`config.mk`:
```
export PLATFORM = sky130hd
export DESIGN_NAME = acds_sequencer
export DESIGN_NICKNAME = d
export VERILOG_FILES = /design/src/hw/acds_pkg.sv /design/src/hw/acds_fifo.sv /design/src/hw/acds_sequencer.sv
export SDC_FILE = /design/constraint.sdc
export NUM_CORES = 1
export LEC_CHECK = 0
export BUFFER_PORTS_ARGS = -buffer_cell sky130_fd_sc_hd__clkbuf_2
export CORE_MARGIN = 5
export CORE_UTILIZATION = 62
export DETAILED_ROUTE_END_ITERATION = 8
export HOLD_SLACK_MARGIN = 0.08
export PLACE_DENSITY = 0.87
export SLEW_MARGIN = 20
export SYNTH_ARGS = -nofsm -noshare
export SYNTH_HDL_FRONTEND = slang
export SYNTH_SLANG_ARGS = --single-unit
```
`constraint.sdc`:
```
create_clock -name sys_clk -period 11.78 [get_ports sys_clk]
set_input_delay 0.589 -clock sys_clk [delete_from_list [all_inputs] [get_ports sys_clk]]
set_output_delay 0.589 -clock sys_clk [all_outputs]
set_load 0.1 [all_outputs]
```
`src/hw/acds_pkg.sv`:
```
// Constants and carrier types for the coefficient decision sequencer.
package acds_pkg;
    localparam int VAL_W = 16;
    localparam int CTX_W = 8;
    localparam int IDX_W = 6;
    localparam int TBL_W = 2;
    localparam int FIFO_DEPTH = 16;

    localparam logic [IDX_W-1:0] FIRST_AC_INDEX  = 6'h01;
    localparam logic [IDX_W-1:0] last_scan_index = 6'h3f;

    localparam logic [CTX_W-1:0] DC_CLASS_ZERO      = 8'h00;
    localparam logic [CTX_W-1:0] DC_CLASS_SMALL_POS = 8'h04;
    localparam logic [CTX_W-1:0] DC_CLASS_SMALL_NEG = 8'h08;
    localparam logic [CTX_W-1:0] DC_CLASS_LARGE_POS = 8'h0c;
    localparam logic [CTX_W-1:0] DC_CLASS_LARGE_NEG = 8'h10;
    localparam logic [CTX_W-1:0] DC_SIGN_OFS        = 8'h01;
    localparam logic [CTX_W-1:0] DC_POS_OFS         = 8'h02;
    localparam logic [CTX_W-1:0] DC_NEG_OFS         = 8'h03;
    localparam logic [CTX_W-1:0] DC_X1_CTX          = 8'h14;
    localparam logic [CTX_W-1:0] AC_X1_CTX          = 8'hbe;
    localparam logic [CTX_W-1:0] AC_ZERO_OFS        = 8'h01;
    localparam logic [CTX_W-1:0] AC_SIGN_OFS        = 8'h02;
    localparam logic [CTX_W-1:0] AC_POS_PER_INDEX   = 8'h03;
    localparam logic [CTX_W-1:0] MAG_BITS_OFS       = 8'h0e;
    localparam logic [CTX_W-1:0] CTX_STEP           = 8'h01;

    localparam logic [VAL_W:0]   FIRST_BOUND = 17'h00002;
    localparam logic [VAL_W-1:0] ONE_VAL     = 16'h0001;

    typedef enum logic [1:0] {
        ACDS_WORD_COEF  = 2'h0,
        ACDS_WORD_START = 2'h1,
        ACDS_WORD_END   = 2'h2
    } acds_word_kind_t;

    typedef enum logic [1:0] {
        ACDS_OP_DECIDE = 2'h0,
        ACDS_OP_INIT   = 2'h1,
        ACDS_OP_FLUSH  = 2'h2
    } acds_op_t;

    typedef struct packed {
        acds_word_kind_t   kind;
        logic [TBL_W-1:0]  dc_tbl;
        logic [TBL_W-1:0]  ac_tbl;
        logic [IDX_W-1:0]  last_nonzero;
        logic [VAL_W-1:0]  value;
    } acds_coef_t;

    typedef struct packed {
        acds_op_t          op;
        logic              bit_val;
        logic              is_ac;
        logic [TBL_W-1:0]  tbl;
        logic [CTX_W-1:0]  ctx;
    } acds_decision_t;
endpackage

```
`src/hw/acds_fifo.sv`:
```
// Synchronous FIFO with valid/ready on both sides.
`timescale 1ns/1ps
module acds_fifo #(
    parameter int WIDTH = 8,
    parameter int DEPTH = 16
) (
    input  wire logic             sys_clk,
    input  wire logic             rstn,
    input  wire logic [WIDTH-1:0] in_data,
    input  wire logic             in_valid,
    output logic                  in_ready,
    output logic [WIDTH-1:0]      out_data,
    output logic                  out_valid,
    input  wire logic             out_ready
);
    localparam int AW = $clog2(DEPTH);

    logic [WIDTH-1:0] mem_ff [DEPTH];
    logic [AW-1:0]    wr_ptr_ff;
    logic [AW-1:0]    rd_ptr_ff;
    logic [AW:0]      count_ff;
    logic [AW:0]      nxt_count;
    logic             in_ready_ff;
    logic             push;
    logic             pop;

    assign push      = in_valid && in_ready_ff;
    assign pop       = out_valid && out_ready;
    assign out_valid = (count_ff != '0);
    assign out_data  = mem_ff[rd_ptr_ff];
    assign in_ready  = in_ready_ff;
    assign nxt_count = count_ff + (AW+1)'(push) - (AW+1)'(pop);

    always_ff @(posedge sys_clk) begin
        if (push) begin
            mem_ff[wr_ptr_ff] <= in_data;
        end
    end

    always_ff @(posedge sys_clk or negedge rstn) begin
        if (!rstn) begin
            wr_ptr_ff   <= '0;
            rd_ptr_ff   <= '0;
            count_ff    <= '0;
            in_ready_ff <= 1'b0;
        end else begin
            wr_ptr_ff   <= push ? AW'(wr_ptr_ff + 1'b1) : wr_ptr_ff;
            rd_ptr_ff   <= pop ? AW'(rd_ptr_ff + 1'b1) : rd_ptr_ff;
            count_ff    <= nxt_count;
            in_ready_ff <= (nxt_count < (AW+1)'(DEPTH));
        end
    end
endmodule

```
`src/hw/acds_sequencer.sv`:
```
// Coefficient-to-binary-decision sequencer feeding an arithmetic coder.
`timescale 1ns/1ps
module acds_sequencer
    import acds_pkg::*;
(
    input  wire logic             sys_clk,
    input  wire logic             rstn,
    input  wire acds_coef_t       coef_data,
    input  wire logic             coef_valid,
    output logic                  coef_ready,
    input  wire logic [3:0]       cond_lower,
    input  wire logic [3:0]       cond_upper,
    output acds_decision_t        dec_data,
    output logic                  dec_valid,
    input  wire logic             dec_ready
);
    typedef enum logic [2:0] {
        ST_FETCH,
        ST_DC_ZERO,
        ST_AC_ZERO,
        ST_SIGN,
        ST_CAT_FIRST,
        ST_CAT_LOOP,
        ST_BITS,
        ST_EOB
    } acds_state_t;

    acds_coef_t       fifo_data;
    logic             fifo_valid;
    logic             fifo_pop;

    acds_state_t      state_ff, nxt_state;
    logic [IDX_W-1:0] k_ff, nxt_k;
    logic [VAL_W-1:0] val_ff, nxt_val;
    logic [TBL_W-1:0] dc_tbl_ff, nxt_dc_tbl;
    logic [TBL_W-1:0] ac_tbl_ff, nxt_ac_tbl;
    logic [IDX_W-1:0] last_nz_ff, nxt_last_nz;
    logic [CTX_W-1:0] s0_ff, nxt_s0;
    logic [CTX_W-1:0] ctx_ff, nxt_ctx;
    logic [VAL_W:0]   m_ff, nxt_m;
    logic             eob_ff, nxt_eob;
    logic             dec_valid_ff;
    acds_decision_t   dec_ff;

    logic             emit;
    acds_op_t         e_op;
    logic             e_bit;
    logic [CTX_W-1:0] e_ctx;
    logic             da_clear;
    logic             da_we;

    // Coefficients are buffered ahead of the decision tree.
    acds_fifo #(
        .WIDTH ($bits(acds_coef_t)),
        .DEPTH (FIFO_DEPTH)
    ) u_fifo (
        .sys_clk   (sys_clk),
        .rstn      (rstn),
        .in_data   (coef_data),
        .in_valid  (coef_valid),
        .in_ready  (coef_ready),
        .out_data  (fifo_data),
        .out_valid (fifo_valid),
        .out_ready (fifo_pop)
    );

    // Output slot is free when empty or being taken this cycle.
    wire out_free = !dec_valid_ff || dec_ready;
    wire is_ac    = (k_ff != '0);
    wire val_nz   = (val_ff != '0);
    wire val_neg  = val_ff[VAL_W-1];

    // Reduced magnitude, shared by DC and AC paths.
    wire [VAL_W-1:0] abs_val = val_neg ? VAL_W'(-val_ff) : val_ff;
    wire [VAL_W-1:0] reduced_magnitude = abs_val - ONE_VAL;
    wire [VAL_W:0]   sz_ext = {1'b0, reduced_magnitude};

    // AC contexts step by three per zig-zag position.
    wire [CTX_W-1:0] k_ctx = CTX_W'(k_ff);
    wire [CTX_W-1:0] end_block_ctx = CTX_W'(k_ctx * AC_POS_PER_INDEX) - AC_POS_PER_INDEX;
    wire [CTX_W-1:0] ac_zero_ctx   = end_block_ctx + AC_ZERO_OFS;
    wire [CTX_W-1:0] ac_sign_ctx   = end_block_ctx + AC_SIGN_OFS;

    // Previous DC difference per DC table, classified for the zero context.
    logic [VAL_W-1:0] da_ff [4];
    wire [VAL_W-1:0]  previous_block_difference = da_ff[dc_tbl_ff];
    wire              da_neg = previous_block_difference[VAL_W-1];
    wire [VAL_W-1:0]  da_abs = da_neg ? VAL_W'(-previous_block_difference)
                                      : previous_block_difference;
    wire [VAL_W:0]    low_bound = (cond_lower == 4'h0) ? '0
                                  : (VAL_W+1)'(1) << (cond_lower - 4'h1);
    wire [VAL_W:0]    up_bound  = (VAL_W+1)'(1) << cond_upper;
    wire              da_zero   = ({1'b0, da_abs} <= low_bound);
    wire              da_small  = ({1'b0, da_abs} <= up_bound);
    wire [CTX_W-1:0]  dc_class_context_select =
        da_zero  ? DC_CLASS_ZERO :
        da_small ? (da_neg ? DC_CLASS_SMALL_NEG : DC_CLASS_SMALL_POS) :
                   (da_neg ? DC_CLASS_LARGE_NEG : DC_CLASS_LARGE_POS);

    // Sign-stage contexts for both models; the tree itself is common.
    wire [CTX_W-1:0] sign_ctx          = is_ac ? ac_sign_ctx : s0_ff + DC_SIGN_OFS;
    wire [CTX_W-1:0] positive_sign_ctx = is_ac ? ac_sign_ctx : s0_ff + DC_POS_OFS;
    wire [CTX_W-1:0] negative_sign_ctx = is_ac ? ac_sign_ctx : s0_ff + DC_NEG_OFS;
    wire [CTX_W-1:0] x1_ctx            = is_ac ? AC_X1_CTX : DC_X1_CTX;

    wire             at_last   = (k_ff == last_scan_index);
    wire             cat_more  = (sz_ext >= m_ff);
    wire [VAL_W:0]   first_bit = m_ff >> 2;
    wire [VAL_W:0]   m_shift   = m_ff >> 1;
    wire             bit_sel   = ((sz_ext & m_ff) != '0);

    always_comb begin
        nxt_state   = state_ff;
        nxt_k       = k_ff;
        nxt_val     = val_ff;
        nxt_dc_tbl  = dc_tbl_ff;
        nxt_ac_tbl  = ac_tbl_ff;
        nxt_last_nz = last_nz_ff;
        nxt_s0      = s0_ff;
        nxt_ctx     = ctx_ff;
        nxt_m       = m_ff;
        nxt_eob     = eob_ff;
        emit        = 1'b0;
        e_op        = ACDS_OP_DECIDE;
        e_bit       = 1'b0;
        e_ctx       = ctx_ff;
        da_clear    = 1'b0;
        da_we       = 1'b0;
        fifo_pop    = 1'b0;
        unique case (state_ff)
            ST_FETCH: begin
                fifo_pop = fifo_valid && out_free;
                if (fifo_pop) begin
                    unique case (fifo_data.kind)
                        ACDS_WORD_START: begin
                            emit     = 1'b1;
                            e_op     = ACDS_OP_INIT;
                            da_clear = 1'b1;
                            nxt_k    = '0;
                            nxt_eob  = 1'b0;
                        end
                        ACDS_WORD_END: begin
                            emit    = 1'b1;
                            e_op    = ACDS_OP_FLUSH;
                            nxt_k   = '0;
                            nxt_eob = 1'b0;
                        end
                        default: begin
                            if (k_ff == '0) begin
                                nxt_val     = fifo_data.value;
                                nxt_dc_tbl  = fifo_data.dc_tbl;
                                nxt_ac_tbl  = fifo_data.ac_tbl;
                                nxt_last_nz = fifo_data.last_nonzero;
                                nxt_state   = ST_DC_ZERO;
                            end else if (eob_ff) begin
                                // Remaining zero coefficients are swallowed silently.
                                nxt_k = at_last ? '0 : k_ff + 1'b1;
                                if (at_last) begin
                                    nxt_eob = 1'b0;
                                end
                            end else begin
                                nxt_val   = fifo_data.value;
                                nxt_state = ST_AC_ZERO;
                            end
                        end
                    endcase
                end
            end
            ST_DC_ZERO: begin
                if (out_free) begin
                    emit   = 1'b1;
                    e_bit  = val_nz;
                    e_ctx  = dc_class_context_select;
                    nxt_s0 = dc_class_context_select;
                    if (val_nz) begin
                        nxt_state = ST_SIGN;
                    end else begin
                        da_we     = 1'b1;
                        nxt_k     = FIRST_AC_INDEX;
                        nxt_state = ST_EOB;
                    end
                end
            end
            ST_AC_ZERO: begin
                if (out_free) begin
                    emit  = 1'b1;
                    e_bit = val_nz;
                    e_ctx = ac_zero_ctx;
                    if (val_nz) begin
                        nxt_state = ST_SIGN;
                    end else begin
                        nxt_k     = at_last ? '0 : k_ff + 1'b1;
                        nxt_state = ST_FETCH;
                    end
                end
            end
            ST_SIGN: begin
                if (out_free) begin
                    emit      = 1'b1;
                    e_bit     = val_neg;
                    e_ctx     = sign_ctx;
                    nxt_ctx   = val_neg ? negative_sign_ctx : positive_sign_ctx;
                    nxt_state = ST_CAT_FIRST;
                end
            end
            ST_CAT_FIRST: begin
                if (out_free) begin
                    emit  = 1'b1;
                    e_bit = (reduced_magnitude != '0);
                    if (reduced_magnitude != '0) begin
                        nxt_ctx   = x1_ctx;
                        nxt_m     = FIRST_BOUND;
                        nxt_state = ST_CAT_LOOP;
                    end else begin
                        nxt_state = ST_EOB;
                    end
                end
            end
            ST_CAT_LOOP: begin
                if (out_free) begin
                    emit  = 1'b1;
                    e_bit = cat_more;
                    if (cat_more) begin
                        nxt_m   = m_ff << 1;
                        nxt_ctx = ctx_ff + CTX_STEP;
                    end else begin
                        nxt_m     = first_bit;
                        nxt_ctx   = ctx_ff + MAG_BITS_OFS;
                        nxt_state = (first_bit == '0) ? ST_EOB : ST_BITS;
                    end
                end
            end
            ST_BITS: begin
                if (out_free) begin
                    emit  = 1'b1;
                    e_bit = bit_sel;
                    nxt_m = m_shift;
                    if (m_shift == '0) begin
                        nxt_state = ST_EOB;
                    end
                end
            end
            ST_EOB: begin
                if (out_free) begin
                    emit      = 1'b1;
                    e_bit     = (k_ff > last_nz_ff);
                    e_ctx     = end_block_ctx;
                    nxt_eob   = (k_ff > last_nz_ff);
                    nxt_state = ST_FETCH;
                end
            end
        endcase
        // Value coding finished: close out the DC or AC step.
        if (emit && (nxt_state == ST_EOB) && (state_ff != ST_EOB)
                && (state_ff != ST_DC_ZERO)) begin
            if (!is_ac) begin
                da_we = 1'b1;
                nxt_k = FIRST_AC_INDEX;
            end else if (at_last) begin
                nxt_k     = '0;
                nxt_state = ST_FETCH;
            end else begin
                nxt_k = k_ff + 1'b1;
            end
        end
    end

    // Per-table previous difference, cleared at every interval start.
    genvar t;
    generate
        for (t = 0; t < 4; t++) begin : g_da
            always_ff @(posedge sys_clk or negedge rstn) begin
                if (!rstn) begin
                    da_ff[t] <= '0;
                end else if (da_clear) begin
                    da_ff[t] <= '0;
                end else if (da_we && (dc_tbl_ff == TBL_W'(t))) begin
                    da_ff[t] <= val_ff;
                end
            end
        end
    endgenerate

    always_ff @(posedge sys_clk or negedge rstn) begin
        if (!rstn) begin
            state_ff   <= ST_FETCH;
            k_ff       <= '0;
            val_ff     <= '0;
            dc_tbl_ff  <= '0;
            ac_tbl_ff  <= '0;
            last_nz_ff <= '0;
            s0_ff      <= '0;
            ctx_ff     <= '0;
            m_ff       <= '0;
            eob_ff     <= 1'b0;
        end else begin
            state_ff   <= nxt_state;
            k_ff       <= nxt_k;
            val_ff     <= nxt_val;
            dc_tbl_ff  <= nxt_dc_tbl;
            ac_tbl_ff  <= nxt_ac_tbl;
            last_nz_ff <= nxt_last_nz;
            s0_ff      <= nxt_s0;
            ctx_ff     <= nxt_ctx;
            m_ff       <= nxt_m;
            eob_ff     <= nxt_eob;
        end
    end

    // Decision register holds its word until the coder takes it.
    always_ff @(posedge sys_clk or negedge rstn) begin
        if (!rstn) begin
            dec_valid_ff <= 1'b0;
            dec_ff       <= '0;
        end else if (out_free) begin
            dec_valid_ff <= emit;
            if (emit) begin
                dec_ff <= '{op: e_op, bit_val: e_bit, is_ac: is_ac,
                            tbl: is_ac ? ac_tbl_ff : dc_tbl_ff, ctx: e_ctx};
            end
        end
    end

    assign dec_valid = dec_valid_ff;
    assign dec_data  = dec_ff;
endmodule

```
==> results.txt <==
The flow ran to the end, and the final reports show no timing, DRC or antenna violations. The die width was 226 µm; the clock net sink count was 605. Summing all placed instances gives a cell area of 29700 µm². The tools report the number of standard-cell rows in the floorplan as 79. Of the post-synthesis cell area, the dominant cell type holds 46.6%. The fraction of power spent switching nets is 40.5%, and the fraction of layout cells with a size suffix above 1 is 18.4%. The H-tree generated during clock tree synthesis spans 2 levels. The via count normalized by instance count came out at 6.66.

The time the final worst path needs with I/O delays and setup came out at 6270 ps. Summing all flip-flop and latch instances after layout gives 17400 µm². The total I/O pin count is 56. The critical-path maximum fanout was 16; the via count was 17800. Relative to the synthesized area, the layout overhead comes to 9.42%. Detailed placement finished with a half-perimeter wire length of 42.2 mm. At the pin with the least slew margin, the transition time is 1140 ps. Setup repair after global routing left no endpoint under its margin.

In this run the power spent charging and discharging nets is 3.56 mW. The type of the most critical hold path is primary input to asynchronous set/reset pin. Dividing the final minimum period by the clock period gives 53.2%. The worst hold margin is 64.5 ps. The internal portion of the total power is 5.24 mW. Average wire per standard cell: 27.3 µm.

For this run, the total global-route usage over all layers was measured as 28.8%. Clock latency on the worst-skew pair, taken at its later pin, is 630 ps. Summed over all cells, the static leakage comes to 11.6 nW. The first-pass GRT wire length came out at 110 mm. Summing all multi-input logic gate instances after layout gives 10800 µm².

The tools report the post-layout worst setup margin as 5510 ps. After the first detailed-routing iteration, the DRC count stood at 2139. The logs give 0 for the final-report hold violation count and 0 for the total congestion overflow after global routing. The net count of the mapped netlist was 2130. The most frequently used flop master after synthesis was edfxtp_1. For the number of max-cap violations, the log shows 0. TritonCTS built the clock tree.

The congestion estimate from routability-driven global placement came to 0.905. The post-synthesis async set-or-reset flop share was 26.0%; the yosys synthesis warning count was 0. The clock arrives with 26.0 ps of skew.

Counting distinct cell types in the post-synthesis netlist gives 85. The tools report the post-synthesis cell count as 1978. After synthesis, the cell types taking the most area are edfxtp_1 (47%), dfrtp_1 (14%), mux4_2 (12%). STA puts the critical path data required time at 12310 ps. The synthesized design contains 605 register bits. OpenSTA, run right after detailed placement, puts the worst setup slack at 5600 ps.

The sequential area share after synthesis was 60.3%; the die outline height was 226 µm. The post-CTS setup repair buffer count is 0. After routing the design area is 31600 µm². The critical path is of the flip-flop to flip-flop type.

After detailed routing, the number of remaining DRC violations is 0. Measured on the finished design, the core utilization comes to 68.2%. The final layout contains routed wiring with a total length of 73.0 mm.

For this run, the detailed router's first-pass iteration total came to 6. The worst-case register-to-register setup slack came out at 5510 ps. Clock root buffer: clkbuf_16.

Sequential cells burn 33.1% of the power. The tools report the buffer levels on the longest clock path as 3. After filler insertion, the fill cell instance count of the layout stands at 2971.

The post-CTS resize count is 0. Type of origin of the critical path: a flip-flop. For the total number of nets in the final design, the log shows 2170. IR analysis of the VDD net gives a maximum drop of 0.000191 V. The number of enable-type register cells in the synthesized netlist is 448, and the power density normalized to cell area is 279 nW/µm². The mean cell area of the mapped netlist was 14.6 µm²; the count of final setup violators was 0. The via count of the first global-routing pass was 18000; the number of slew-limit violations in the final report was 0. Buffers inserted to repair hold after CTS numbered 0.

The kind of capture point of the worst setup path was a flip-flop. In the final timing run, aggregate negative setup slack is 0 ps. STA puts the critical path data arrival time at 6800 ps.

The combinational share of power is 45.7%. In this run the tool buffered the top-level ports with 55 buffer cells. The highest clock frequency the design can meet was 0.160 GHz. The die covers 50900 µm². The count of nets left with antenna violations after detail routing is 0, and the synthesized cell area is 28800 µm². The relative max-transition margin is 24.0%. The initial standard-cell utilization of the core came out at 62.4%. The total area inside the core boundary comes to 46300 µm². The post-synthesis cell type with the largest combined area was edfxtp_1. Of the total power, the clock network draws 21.2%. Entering global routing, the biggest net connects 103 pins. The clock slew seen by the registers of the worst setup and hold paths is 60 ps.

The total CTS buffers is 57. The number of antenna violations at the first check in global routing is 5.
==> through the flow <==
stage                     power (mW)  cells
after floorplan                 5.82   1978
after global placement          6.67   2566
after detailed placement        6.87   2566
after CTS                       8.77   2673
after global routing            9.28   2675
final                           8.81   2675
==> cell families (layout without fill, tap and decap cells) <==
logic type / Yosys count / in the layout / share of synthesized area, %
AO/OA/AOI/OAI: 295 / 295 / 6.98
XOR/XNOR: 61 / 61 / 1.88
adder cells (fa/ha/maj): 112 / 112 / 4.94
buffers and inverters: 175 / 263 / 2.56
flip-flops: 605 / 605 / 60.3
multiplexers: 250 / 250 / 15.5
other: 1 / 3 / 0.0130
AND/OR/NAND/NOR: 479 / 479 / 7.84
==> worst paths after layout <==
check,from,end,depth (start not counted)
worst min register to register,dec_data[1]$_DFFE_PN0P_,dec_data[1]$_DFFE_PN0P_,2
worst min-delay path,rstn,da_ff[42]$_DFFE_PN0P_,1
worst max-delay path,val_ff[0]$_DFFE_PN0P_,da_ff[34]$_DFFE_PN0P_,18
worst max register to register,val_ff[0]$_DFFE_PN0P_,da_ff[34]$_DFFE_PN0P_,18
max in group asynchronous,rstn,dec_data[10]$_DFFE_PN0P_,2
min in group sys_clk,coef_data[19],u_fifo.mem_ff[4][19]$_DFFE_PP_,1
==> power groups by stage <==
stage          sequential (mW)  combinational (mW)  clock [mW]
2_1_floorplan             2.88                2.95           0
3_3_place_gp              2.91                3.76           0
3_5_place_dp              2.94                3.93           0
4_1_cts                   2.90                3.98        1.88
5_1_grt                   2.94                4.35        1.99
6_report                  2.92                4.02        1.87
==> per-layer routing <==
layer	wire (µm)	track usage, %	vias up
li1	-	-	7674
met2	37500	50.1	1005
met1	26100	35.5	8911
met5	41	0	-
met3	5990	5.62	220
met4	3370	12.2	6
==> cell usage after synthesis (4+ instances only) <==
cell type / instances
o22ai_1: 9
mux2_2: 22
clkbuf_1: 74
buf_12: 4
xnor2_1: 46
nand2_1: 216
buf_2: 7
mux4_2: 156
nor2_1: 84
o31ai_1: 14
a211oi_1: 8
dfrtp_1: 157
and2_1: 17
nor4_1: 18
o32a_1: 5
o211ai_1: 10
and3_1: 16
xor2_1: 14
nor3b_1: 7
o21a_1: 6
o21ai_0: 79
a21oi_1: 65
nor2b_1: 18
nand4_1: 17
ha_1: 109
nand2b_1: 9
nand3_1: 37
edfxtp_1: 448
a22o_1: 19
or3_1: 8
a31oi_1: 7
buf_1: 14
nor3_1: 10
a41oi_1: 7
a22oi_1: 7
a21o_1: 14
inv_1: 73
mux2i_1: 71
==> flip-flops by register name, indices dropped and copies added (netlist names), 4 cells and up <==
register	count
u_fifo.wr_ptr_ff	4
u_fifo.rd_ptr_ff	4
m_ff	17
val_ff	16
ctx_ff	8
k_ff	6
u_fifo.count_ff	5
dec_data	14
u_fifo.mem_ff	448
last_nz_ff	6
da_ff	64
==> placed cells by master, fill, tap and decap left out, types with 17 or more instances in the layout <==
master	Yosys	routed
nor4_1	18	17
nand4_1	17	17
a22o_1	19	19
edfxtp_1	448	448
xnor2_1	46	46
nor2b_1	18	18
dfrtp_1	157	154
inv_1	73	73
clkbuf_2	0	54
nor2_1	84	83
nand3_1	37	37
ha_1	109	109
a21oi_1	65	65
nand2_1	216	215
o21ai_0	79	79
mux2i_1	71	71
mux4_2	156	156
buf_4	0	25
mux2_2	22	22
clkbuf_16	0	58
==> critical path, cell delays in order, from the launching register on <==
cell and delay [ps]:
dfrtp_1 530, inv_1 170, ha_1 320, or4b_1 640
o21ai_2 220, nand3b_1 240, a2111oi_2 650, nand2_1 130
xnor2_1 180, ha_1 320, nand2_1 80, or4_1 510
a21oi_1 210, o31a_1 420, o21ai_0 200, nand2_1 200
o22ai_4 170, a21oi_4 710, mux2i_1 270
==> cell type report <==
type / count / area share (%)
Inverter: 75 / 0.892
Clock inverter: 32 / 1.07
Tap cell: 607 / 2.41
Antenna cell: 2 / 0.0159
Multi-Input combinational cell: 1198 / 34.1
Timing Repair Buffer: 81 / 1.52
Clock buffer: 75 / 4.93
Sequential cell: 605 / 55.1
Power figures use the tool's default switching activity.
